==> config.mk <==
export PLATFORM = sky130hd
export DESIGN_NAME = cluster_ctrl_l3_counters
export DESIGN_NICKNAME = d
export VERILOG_FILES = /design/src/core/cluster_regs_pkg.sv /design/src/core/cluster_ctrl_l3_counters.sv /design/src/core/sat_counter.sv
export SDC_FILE = /design/constraint.sdc
export NUM_CORES = 1
export LEC_CHECK = 0
export BUFFER_PORTS_ARGS = -buffer_cell sky130_fd_sc_hd__buf_4
export CORE_MARGIN = 3
export CORE_UTILIZATION = 48
export DETAILED_ROUTE_END_ITERATION = 8
export GPL_ROUTABILITY_DRIVEN = 0
export PLACE_DENSITY = 0.78
export SLEW_MARGIN = 30
export SYNTH_ARGS = -nofsm -noshare
export SYNTH_HDL_FRONTEND = slang
export SYNTH_SLANG_ARGS = --single-unit
==> constraint.sdc <==
create_clock -name clk -period 3.4 [get_ports clk]
set_clock_uncertainty 0.15 [all_clocks]
set_input_delay 0.34 -clock clk [delete_from_list [all_inputs] [get_ports clk]]
set_output_delay 0.34 -clock clk [all_outputs]
set_load 0.02 [all_outputs]
==> src/core/cluster_regs_pkg.sv <==
// package for the cluster control, revision and L3 counter register bank
// assumes a single system-register access port from the cluster cores
package cluster_regs_pkg;

  // ----------------------------------------
  // system-register encodings (crn, crm, op2)
  // ----------------------------------------
  localparam logic [3:0] SYSREG_CRN = 4'hf;
  localparam logic [3:0] CRM_CTRL = 4'h3;
  localparam logic [3:0] CRM_CNT = 4'h4;
  localparam logic [2:0] OP2_EXT_CTRL = 3'h4;
  localparam logic [2:0] OP2_REV_ID = 3'h1;
  localparam logic [2:0] OP2_HIT = 3'h5;
  localparam logic [2:0] OP2_MISS = 3'h6;

  // ----------------------------------------
  // fields, reset values and limits
  // ----------------------------------------
  localparam int NC_ROUTE_BIT = 0;
  localparam logic NC_ROUTE_RESET = 1'b0;
  localparam int REV_MAJOR_LSB = 4;
  localparam int REV_MINOR_LSB = 0;
  localparam logic [31:0] COUNTER_RESET = 32'h0000_0000;
  localparam logic [31:0] COUNTER_MAX = 32'hffff_ffff;
  localparam logic [3:0] WRITE_LIMIT = 4'hf;

  // system-register access request
  typedef struct packed {
    logic valid;
    logic write;
    logic [3:0] crn;
    logic [3:0] crm;
    logic [2:0] op2;
    logic [31:0] wdata;
  } sysreg_req_t;

  // one outgoing transaction to be routed
  typedef struct packed {
    logic valid;
    logic write;
    logic device;
    logic non_cacheable;
    logic pref_if;
  } txn_req_t;

endpackage

==> src/core/cluster_ctrl_l3_counters.sv <==
// cluster extended control, revision id and L3 hit/miss counter bank,
// with non-cacheable routing and outstanding-write limiting
// assumes system-register requests and L3 lookup results are synchronous to clk
//
// Behaviour
// routing bit 0 sends NC and device to if0
// ACE, bit 0: NC plus device writes cap 15; cacheable write completions also decrement the count
// bit 1, dual: NC interleaves; device to if0
// ACE, bit 1: only device writes cap 15
// once routing bit set, later writes ignored
// extended control decoded at c15, c3, 4
// revision reads contents, writes discarded
// major [7:4], minor [3:0], upper zeros
// revision decoded at c15, c3, 1
// hit counter 32 bits, saturates at max
// software write loads the hit counter
// hit counter resets to zero
// secure lookups uncounted unless secure-count enable
// hit counter decoded at c15, c4, 5
// separate read/write miss counter exists
// miss counter 32-bit, saturating, loadable, zero reset
// count one per lookup; write beats increment
`timescale 1ns/1ps
`default_nettype none
module cluster_ctrl_l3_counters
  import cluster_regs_pkg::*;
#(
  parameter logic [3:0] REV_MAJOR = 4'h2, // arbitrary value
  parameter logic [3:0] REV_MINOR = 4'h3, // arbitrary value
  parameter bit ACE_CONFIG = 1'b1,
  parameter bit DUAL_MASTER = 1'b1
) (
  // clock and reset
  input wire logic clk,
  input wire logic sys_rst,
  // system-register access
  input wire sysreg_req_t sysreg_req,
  output logic [31:0] sysreg_rdata,
  output logic sysreg_rvalid,
  // performance monitor control
  input wire logic secure_count_enable,
  // L3 lookup results
  input wire logic l3_lookup_valid,
  input wire logic l3_lookup_hit,
  input wire logic l3_lookup_secure,
  // transaction routing
  input wire txn_req_t txn_in,
  output logic txn_ready,
  output logic txn_valid_if0,
  output logic txn_valid_if1,
  // write completions
  input wire logic wr_done,
  input wire logic wr_done_device,
  // status
  output logic nc_route_all
);

  // ----------------------------------------
  // register decode
  // ----------------------------------------
  wire base_hit = sysreg_req.valid && (sysreg_req.crn == SYSREG_CRN);
  wire sel_ctrl = base_hit && sysreg_req.crm == CRM_CTRL
                  && sysreg_req.op2 == OP2_EXT_CTRL;
  wire sel_rev = base_hit && sysreg_req.crm == CRM_CTRL
                 && sysreg_req.op2 == OP2_REV_ID;
  wire sel_hit = base_hit && sysreg_req.crm == CRM_CNT
                 && sysreg_req.op2 == OP2_HIT;
  wire sel_miss = base_hit && sysreg_req.crm == CRM_CNT
                  && sysreg_req.op2 == OP2_MISS;
  wire wr_ctrl = sel_ctrl && sysreg_req.write;
  wire wr_hit = sel_hit && sysreg_req.write;
  wire wr_miss = sel_miss && sysreg_req.write;
  // revision writes have no decode path at all

  // ----------------------------------------
  // routing control bit
  // ----------------------------------------
  logic nc_route_q;
  logic nc_route_d;

  // sticky: only a 0 may be overwritten
  assign nc_route_d = nc_route_q ? 1'b1 :
                      wr_ctrl ? sysreg_req.wdata[NC_ROUTE_BIT] : 1'b0;

  always_ff @(posedge clk) begin
    if (sys_rst) begin
      nc_route_q <= NC_ROUTE_RESET;
    end else begin
      nc_route_q <= nc_route_d;
    end
  end

  assign nc_route_all = nc_route_q;

  // ----------------------------------------
  // L3 counters
  // ----------------------------------------
  logic [31:0] hit_count;
  logic [31:0] miss_count;
  // secure lookups drop out unless enabled
  wire lookup_ok = l3_lookup_valid && (secure_count_enable || !l3_lookup_secure);
  wire hit_inc = lookup_ok && l3_lookup_hit;
  wire miss_inc = lookup_ok && !l3_lookup_hit;

  sat_counter u_hit_counter (
    .clk(clk),
    .sys_rst(sys_rst),
    .load(wr_hit),
    .load_value(sysreg_req.wdata),
    .inc(hit_inc),
    .count(hit_count)
  );

  sat_counter u_miss_counter (
    .clk(clk),
    .sys_rst(sys_rst),
    .load(wr_miss),
    .load_value(sysreg_req.wdata),
    .inc(miss_inc),
    .count(miss_count)
  );

  // ----------------------------------------
  // read data
  // ----------------------------------------
  logic [31:0] rdata_q;
  logic [31:0] rdata_d;
  logic rvalid_q;
  wire rd = sysreg_req.valid && !sysreg_req.write;
  wire [31:0] rev_word = {24'h00_0000, REV_MAJOR, REV_MINOR};
  wire [31:0] ctrl_word = {31'h0000_0000, nc_route_q};

  // unmapped encodings read as zero
  assign rdata_d = sel_ctrl ? ctrl_word :
                   sel_rev ? rev_word :
                   sel_hit ? hit_count :
                   sel_miss ? miss_count : 32'h0000_0000;

  always_ff @(posedge clk) begin
    if (sys_rst) begin
      rdata_q <= 32'h0000_0000;
      rvalid_q <= 1'b0;
    end else begin
      rdata_q <= rd ? rdata_d : rdata_q;
      rvalid_q <= rd;
    end
  end

  assign sysreg_rdata = rdata_q;
  assign sysreg_rvalid = rvalid_q;

  // ----------------------------------------
  // outstanding write tracking
  // ----------------------------------------
  // limited count covers device writes, plus NC writes while bit is 0
  logic [3:0] lim_q;
  logic [3:0] lim_d;
  // an NC write issued while the bit was 0 stays in the count for good if it completes
  // after the bit rises; accepted because the bit is set only at boot
  wire txn_counted = txn_in.device || (txn_in.non_cacheable && !nc_route_q);
  wire is_limited = ACE_CONFIG && txn_in.write && txn_counted;
  wire at_limit = (lim_q == WRITE_LIMIT);
  wire done_limited = ACE_CONFIG && wr_done
                      && (wr_done_device || !nc_route_q);

  assign txn_ready = !(is_limited && at_limit);
  wire issue_lim = txn_in.valid && txn_ready && is_limited;

  assign lim_d = (issue_lim && !done_limited) ? lim_q + 4'h1 :
                 (!issue_lim && done_limited && lim_q != 4'h0) ? lim_q - 4'h1 :
                 lim_q;

  always_ff @(posedge clk) begin
    if (sys_rst) begin
      lim_q <= 4'h0;
    end else begin
      lim_q <= lim_d;
    end
  end

  // ----------------------------------------
  // interface selection
  // ----------------------------------------
  // device always if0; NC follows cacheable interleave only once bit is 1
  wire to_if1 = DUAL_MASTER && !txn_in.device
                && (!txn_in.non_cacheable || nc_route_q) // see R01
                && txn_in.pref_if;

  assign txn_valid_if0 = txn_in.valid && txn_ready && !to_if1;
  assign txn_valid_if1 = txn_in.valid && txn_ready && to_if1;

endmodule
`default_nettype wire

==> src/core/sat_counter.sv <==
// saturating 32-bit event counter with software load
// assumes increment qualification is done by the instantiating logic
`timescale 1ns/1ps
`default_nettype none
module sat_counter
  import cluster_regs_pkg::*;
(
  // clock and reset
  input wire logic clk,
  input wire logic sys_rst,
  // control
  input wire logic load,
  input wire logic [31:0] load_value,
  input wire logic inc,
  // state
  output logic [31:0] count
);

  logic [31:0] count_q;
  logic [31:0] count_d;
  wire at_max = (count_q == COUNTER_MAX);

  // write wins over an increment in the same cycle
  assign count_d = load ? load_value :
                   (inc && !at_max) ? count_q + 32'h0000_0001 : count_q;

  always_ff @(posedge clk) begin
    if (sys_rst) begin
      count_q <= COUNTER_RESET;
    end else begin
      count_q <= count_d;
    end
  end

  assign count = count_q;

endmodule
`default_nettype wire

==> results.sh, run 1 <==
export IMPL_cts_buffers=9
export IMPL_start_util_pct=49.99
export IMPL_synth_top_area_share_pct=35.17
export IMPL_detail_route_wl_per_cell_um=19.88
export IMPL_crit_type="flip-flop to flip-flop"
export IMPL_rsz0062_at_grt="false"
export IMPL_diodes=0
export IMPL_routed_wl_um=18800
export IMPL_clkSinkCount=102
export IMPL_die_w_um=116.0
export IMPL_fin_util_pct=59.62
export IMPL_drt_pre_antenna_iters=6
export IMPL_synth_area_leader_cell="dfxtp_1"
export IMPL_cts_setup_buffers=0
export IMPL_fin_setup_tns_ns=0
export IMPL_pin_count=95
export IMPL_ant_nets=0
export IMPL_synth_cells_most_frequent="dfxtp_1, nor2_1, nand2_1, clkbuf_1, nor3_1"
export IMPL_hold_path_class="primary input to flip-flop"
export IMPL_coreArea_mm2=0.01161
export IMPL_ys_seq_elements=102
export IMPL_syn_area_per_cell_um2=7.920
export IMPL_setup_viol=0
export IMPL_finalHoldViolations=0
export IMPL_async_reset_ff_share_pct=0
export IMPL_p_leak_nw=2.329
export IMPL_grt_pass1_wl_um=30520
export IMPL_netlist_top_cells_area="dfxtp_1, nor2_1, a311oi_1"
export IMPL_drt_initial_drc_count=787
export IMPL_drv_slew=0
export IMPL_antenna_found_initial=0
export IMPL_path_buf_inv=1
export IMPL_startpoint_type="flip-flop"
export IMPL_cp_num_cells=6
export IMPL_max_vdd_ir_drop_uv=360.3
export IMPL_area_delta_synth_final_pct=19.27
export IMPL_nets=861
export IMPL_num_rows=39
export IMPL_syn_cell_area_mm2=0.005806
export IMPL_post_route_period_util_pct=83.26
export IMPL_crit_chain="nand4_1 > nor4_1 > and4_1 > buf_4 > o31ai_1 > a311oi_1"
export IMPL_cap_violations=0
export IMPL_crit_required_ns=3.50
export IMPL_arrival_ns=2.93
export IMPL_die_h_um=116.0
export IMPL_cp_slowest_cell="and4_1"
export IMPL_vias=6532
export IMPL_cts_htree_levels=3
export IMPL_clockRootBuffer="clkbuf_16"
export IMPL_dieArea_mm2=0.01345
export IMPL_yosysWarnings=0
export IMPL_cp_max_fo=17
export IMPL_hold_buffers=0
export IMPL_grt_max_degree=88
export IMPL_io_buffers=94
export IMPL_fin_area_mm2=0.006924
export IMPL_worstHoldPathCells=3
export IMPL_synth_cells=733
export IMPL_max_clock_freq_ghz=0.3533
export IMPL_place_detailed_hpwl_um=13450
export IMPL_cts_tree="yes"
export IMPL_cts_resized=0
export IMPL_worstSetupEndpointType="flip-flop"
export IMPL_drive_gt1_share_pct=17.06
export IMPL_r2r_cells=6
export IMPL_slew_headroom_pct=35.85
export IMPL_syn_nets=796
export IMPL_power_w=0.002785
export IMPL_fin_hold_ws_ns=0.08857
export IMPL_drc=0
export IMPL_via_per_inst=6.905
export IMPL_yosysSeqAreaShare_pct=35.17
export IMPL_overflow=0
export IMPL_clk_latency_ns=0.35
export IMPL_tightest_slew_ns=0.9581
export IMPL_yosysMostFrequentCell="dfxtp_1"
export IMPL_synth_edff_count=0
export IMPL_cpPeakStageDelay_ns=0.60
export IMPL_cts_path_max_buffers=2
export IMPL_synthFlopType="dfxtp_1"
export IMPL_post_dp_cell_area_mm2=0.006611
export IMPL_fin_crit_ns=2.831
export IMPL_yosys_cell_types_count=59
export IMPL_path_clk_slew_ns=0.07
export IMPL_grt_pass1_vias=6018
export IMPL_grt_usage_pct=28.38
export IMPL_crit_family="simple AND/OR/NAND/NOR gates"
export IMPL_p_per_area_mw_per_mm2=402.2
export IMPL_status="completed"
## per-layer routing
metal / vias up / routed length (um) / track usage (%)
met5: - / 0 / 0
met4: 0 / 661 / 11.52
met3: 65 / 2017 / 6.371
met2: 410 / 8563 / 44.15
met1: 3060 / 7560 / 38.20
li1: 2997 / - / -
## cells in the final DEF (no fill, tap or decap), types with 10 or more instances in the layout
cell / n
a211oi_1: 10
nor2_1: 96
dfxtp_1: 102
inv_1: 10
or4_1: 29
buf_4: 109
o31ai_1: 26
nor4_1: 14
nor3_1: 39
or3_1: 26
a311oi_1: 37
a221oi_1: 32
nand4_1: 21
nand3_1: 32
o21ai_0: 27
nand2_1: 50
## kinds of logic (layout without fill, tap and decap cells)
group / Yosys count / count (layout) / share of synthesized area, %
AOI/OAI and AO/OA: 177 / 177 / 23.02
xor gates and xnor gates: 8 / 8 / 1.207
adders and majority gates: 5 / 5 / 1.207
buffers and inverters: 65 / 135 / 4.461
DFF: 102 / 102 / 35.17
muxes: 4 / 4 / 0.6897
and+or+nand+nor: 372 / 372 / 34.25
## flip-flops by register name, summed over array words and instances, names as in the netlist
signal                count
lim_q                     4
nc_route_all              1
sysreg_rdata             32
sysreg_rvalid             1
u_hit_counter.count      32
u_miss_counter.count     32
## worst register-to-register path: stages, from the launching register on
cell	delay, ns
dfxtp_1	0.45
nand4_1	0.23
nor4_1	0.58
and4_1	0.60
buf_4	0.32
o31ai_1	0.11
a311oi_1	0.28
## report_power, final
group          internal, W  switching [W]
Combinational     0.000182       0.000201
Sequential         0.00124      0.0000452
Clock             0.000645       0.000471
## area by class of cell
cell class / instances / area [um^2]
multi-input combinational: 566 / 3535
clock inverter: 6 / 83.83
clock buffer: 10 / 229.0
tap: 143 / 178.9
sequential: 102 / 2042
fill: 1026 / 4690
timing repair buffer: 109 / 818.3
inverter: 10 / 37.54
## stage by stage
stage                     std cells  setup WS, ns
after global placement          930        0.7059
after CTS                       946        0.5928
after global routing            946        0.3170
after floorplan                 733        0.9556
final                           946        0.5692
after detailed placement        930        0.6156
## path summary, 6_finish.rpt
check / from / end / slack [ns]
max: u_hit_counter.count[11] / u_hit_counter.count[21] / 0.57
min reg2reg: sysreg_rdata[0] / sysreg_rdata[0] / 0.32
min: sysreg_req[9] / u_miss_counter.count[9] / 0.09
max reg2reg: u_hit_counter.count[11] / u_hit_counter.count[21] / 0.57
(Power assumes the default switching activity.)
==> run 2: changes to the inputs <==
ABC_AREA = 1   (was unset)
PLACE_DENSITY = 0.77   (was 0.78)
clock period = 2.7 ns   (was 3.4 ns; I/O delays follow)
==> results.sh, run 2 <==
export IMPL_status="completed"
export IMPL_cts_tree="yes"
export IMPL_crit_required_ns=2.76
export IMPL_post_route_period_util_pct=87.55
export IMPL_cap_violations=0
export IMPL_syn_nets=1265
export IMPL_yosysSeqAreaShare_pct=29.62
export IMPL_place_detailed_hpwl_um=17270
export IMPL_fin_hold_ws_ns=0.08265
export IMPL_grt_max_degree=82
export IMPL_overflow=0
export IMPL_cts_buffers=9
export IMPL_num_rows=43
export IMPL_crit_chain="ha_1 > nand2_2 > nor2_4 > nand2_2 > nor2_4 > nand2_2 > nand2_4 > nand2_1 > nand2_1 > a21oi_1"
export IMPL_cts_setup_buffers=0
export IMPL_finalHoldViolations=0
export IMPL_fin_setup_tns_ns=0
export IMPL_yosysWarnings=0
export IMPL_via_per_inst=5.440
export IMPL_synth_edff_count=0
export IMPL_drive_gt1_share_pct=11.96
export IMPL_clkSinkCount=102
export IMPL_fin_crit_ns=2.364
export IMPL_syn_area_per_cell_um2=5.734
export IMPL_drc=0
export IMPL_die_h_um=125.8
export IMPL_synth_area_leader_cell="dfxtp_1"
export IMPL_ys_seq_elements=102
export IMPL_cts_path_max_buffers=2
export IMPL_fin_area_mm2=0.008048
export IMPL_synthFlopType="dfxtp_1"
export IMPL_p_sw_w=0.0008271
export IMPL_final_common_cell="nand2_1"
export IMPL_detail_route_wl_per_cell_um=15.42
export IMPL_grt_usage_pct=28.58
export IMPL_drt_initial_drc_count=855
export IMPL_area_delta_synth_final_pct=16.75
export IMPL_synth_top_area_share_pct=29.62
export IMPL_max_clock_freq_ghz=0.4230
export IMPL_async_reset_ff_share_pct=0
export IMPL_drt_pre_antenna_iters=6
export IMPL_path_buf_inv=0
export IMPL_p_leak_nw=3.183
export IMPL_grt_pass1_wl_um=36270
export IMPL_yosys_cell_types_count=32
export IMPL_worstSetupEndpointType="flip-flop"
export IMPL_rsz0062_at_grt="false"
export IMPL_grt_pass1_vias=7033
export IMPL_cp_common_cell="nand2_2"
export IMPL_ant_nets=0
export IMPL_yosysMostFrequentCell="nand2_1"
export IMPL_nFillCells=1491
export IMPL_place_ws_ns=0.3741
export IMPL_crit_family="simple AND/OR/NAND/NOR gates"
export IMPL_path_clk_slew_ns=0.07
export IMPL_start_util_pct=49.28
export IMPL_die_w_um=125.8
export IMPL_slew_headroom_pct=39.43
export IMPL_netlist_top_cells_area="dfxtp_1, nand2_1, nand3_1"
export IMPL_dieArea_mm2=0.01583
export IMPL_worstHoldPathCells=3
export IMPL_crit_type="flip-flop to flip-flop"
export IMPL_tightest_slew_ns=0.9086
export IMPL_power_frac_seq_pct=49.2
export IMPL_max_vdd_ir_drop_uv=308.0
export IMPL_p_int_w=0.002332
export IMPL_diodes=0
export IMPL_sw_frac_of_total_pct=26.18
export IMPL_io_buffers=94
export IMPL_pin_count=95
export IMPL_crit_path_end="u_miss_counter.count[3]"
export IMPL_drv_slew=0
export IMPL_mostFrequentLayoutCells="nand2_1, nor2_1, nand3_1"
export IMPL_min_delay_start="sysreg_req[0]"
export IMPL_power_w=0.003159
export IMPL_routed_wl_um=22630
export IMPL_cpPeakStageDelay_ns=0.40
export IMPL_cp_num_cells=10
export IMPL_cts_resized=0
export IMPL_combPwrFrac_pct=10.2
export IMPL_startpoint_type="flip-flop"
export IMPL_cts_htree_levels=3
export IMPL_reg2reg_to="u_miss_counter.count[3]"
export IMPL_synth_cells_most_frequent="nand2_1, nor2_1, nand3_1, inv_1, dfxtp_1"
export IMPL_coreArea_mm2=0.01399
export IMPL_r2r_slack_ns=0.34
export IMPL_cp_max_fo=20
export IMPL_nets=1346
export IMPL_p_per_area_mw_per_mm2=392.5
export IMPL_cp_slowest_cell="dfxtp_1"
export IMPL_synth_cells=1202
export IMPL_setup_viol=0
export IMPL_r2r_cells=10
export IMPL_hold_path_class="primary input to flip-flop"
export IMPL_clk_latency_ns=0.36
export IMPL_antenna_found_initial=0
export IMPL_crit_start="u_miss_counter.count[1]"
export IMPL_syn_cell_area_mm2=0.006893
export IMPL_vias=7986
export IMPL_post_dp_cell_area_mm2=0.007767
export IMPL_clockRootBuffer="clkbuf_16"
export IMPL_pwr_share_clk_pct=40.6
export IMPL_hold_buffers=0
export IMPL_arrival_ns=2.42
export IMPL_timing_final_ws_setup_ns=0.3360
export IMPL_r2r_start="u_miss_counter.count[1]"
==> run 2: changes by cell type in the layout (fill, tap and decap cells not counted), moves of 14 or more <==
cell	delta
a21oi_1	+79
nor4_1	-14
inv_1	+98
or4_1	-29
xor2_1	+18
nand3_1	+84
a221oi_1	-32
nor3_1	-33
a311oi_1	-37
nand2_1	+406
o22ai_1	+19
or3_1	-26
nor2_1	+56
o31ai_1	-26
==> run 2: how the worst min path moves through the flow <==
stage	slack (ns)	end
global route	0.1	nc_route_all
floorplan	0.28	nc_route_all
finish	0.08	nc_route_all
detailed placement	0.31	sysreg_rdata[18]
global placement	0.30	sysreg_rdata[19]
CTS	0.06	u_miss_counter.count[23]
==> run 2: stage by stage <==
stage          util (%)  cells
3_3_place_gp      55.53   1452
4_1_cts           57.53   1468
6_report          57.53   1468
3_5_place_dp      55.53   1452
2_1_floorplan         -   1202
5_1_grt           57.53   1468
==> run 2: cell families after synthesis <==
group           Yosys count  share of synthesized area [%]
buf+inv                 156                          9.185
fa+ha+maj                 5                          1.017
flops                   102                          29.62
xor+xnor                 22                          2.796
simple gates            765                          45.82
compound gates          152                          11.56
==> run 2: layout make-up <==
| type | count | area (um^2) | share of cell area [%] |
|---|---|---|---|
| tap | 180 | 225.2 | 2.799 |
| sequential | 102 | 2042 | 25.37 |
| timing repair buffer | 115 | 863.3 | 10.73 |
| clock buffer | 14 | 264.0 | 3.280 |
| inverter | 111 | 416.7 | 5.177 |
| clock inverter | 2 | 16.27 | 0.2021 |
| multi-input combinational | 944 | 4220 | 52.44 |
==> run 2: tightest hold or removal path: stages <==
cell	delay, ns
buf_4	0.13
nand3_1	0.08
a21oi_1	0.05
==> run 2: power groups by stage <==
| stage | registers (W) | clock network, W | logic [W] |
|---|---|---|---|
| CTS | 0.00155 | 0.00130 | 0.000319 |
| global route | 0.00156 | 0.00135 | 0.000357 |
| floorplan | 0.00158 | 0 | 0.000184 |
| detailed placement | 0.00159 | 0 | 0.000317 |
| global placement | 0.00159 | 0 | 0.000313 |
| finish | 0.00155 | 0.00128 | 0.000322 |
==> run 2: per-layer routing <==
layer	wire length, um	vias up	GRT usage [%]
met5	0	-	0
met3	2152	51	4.283
met4	789	0	12.62
met2	10230	381	44.62
li1	-	3967	-
met1	9463	3587	39.36
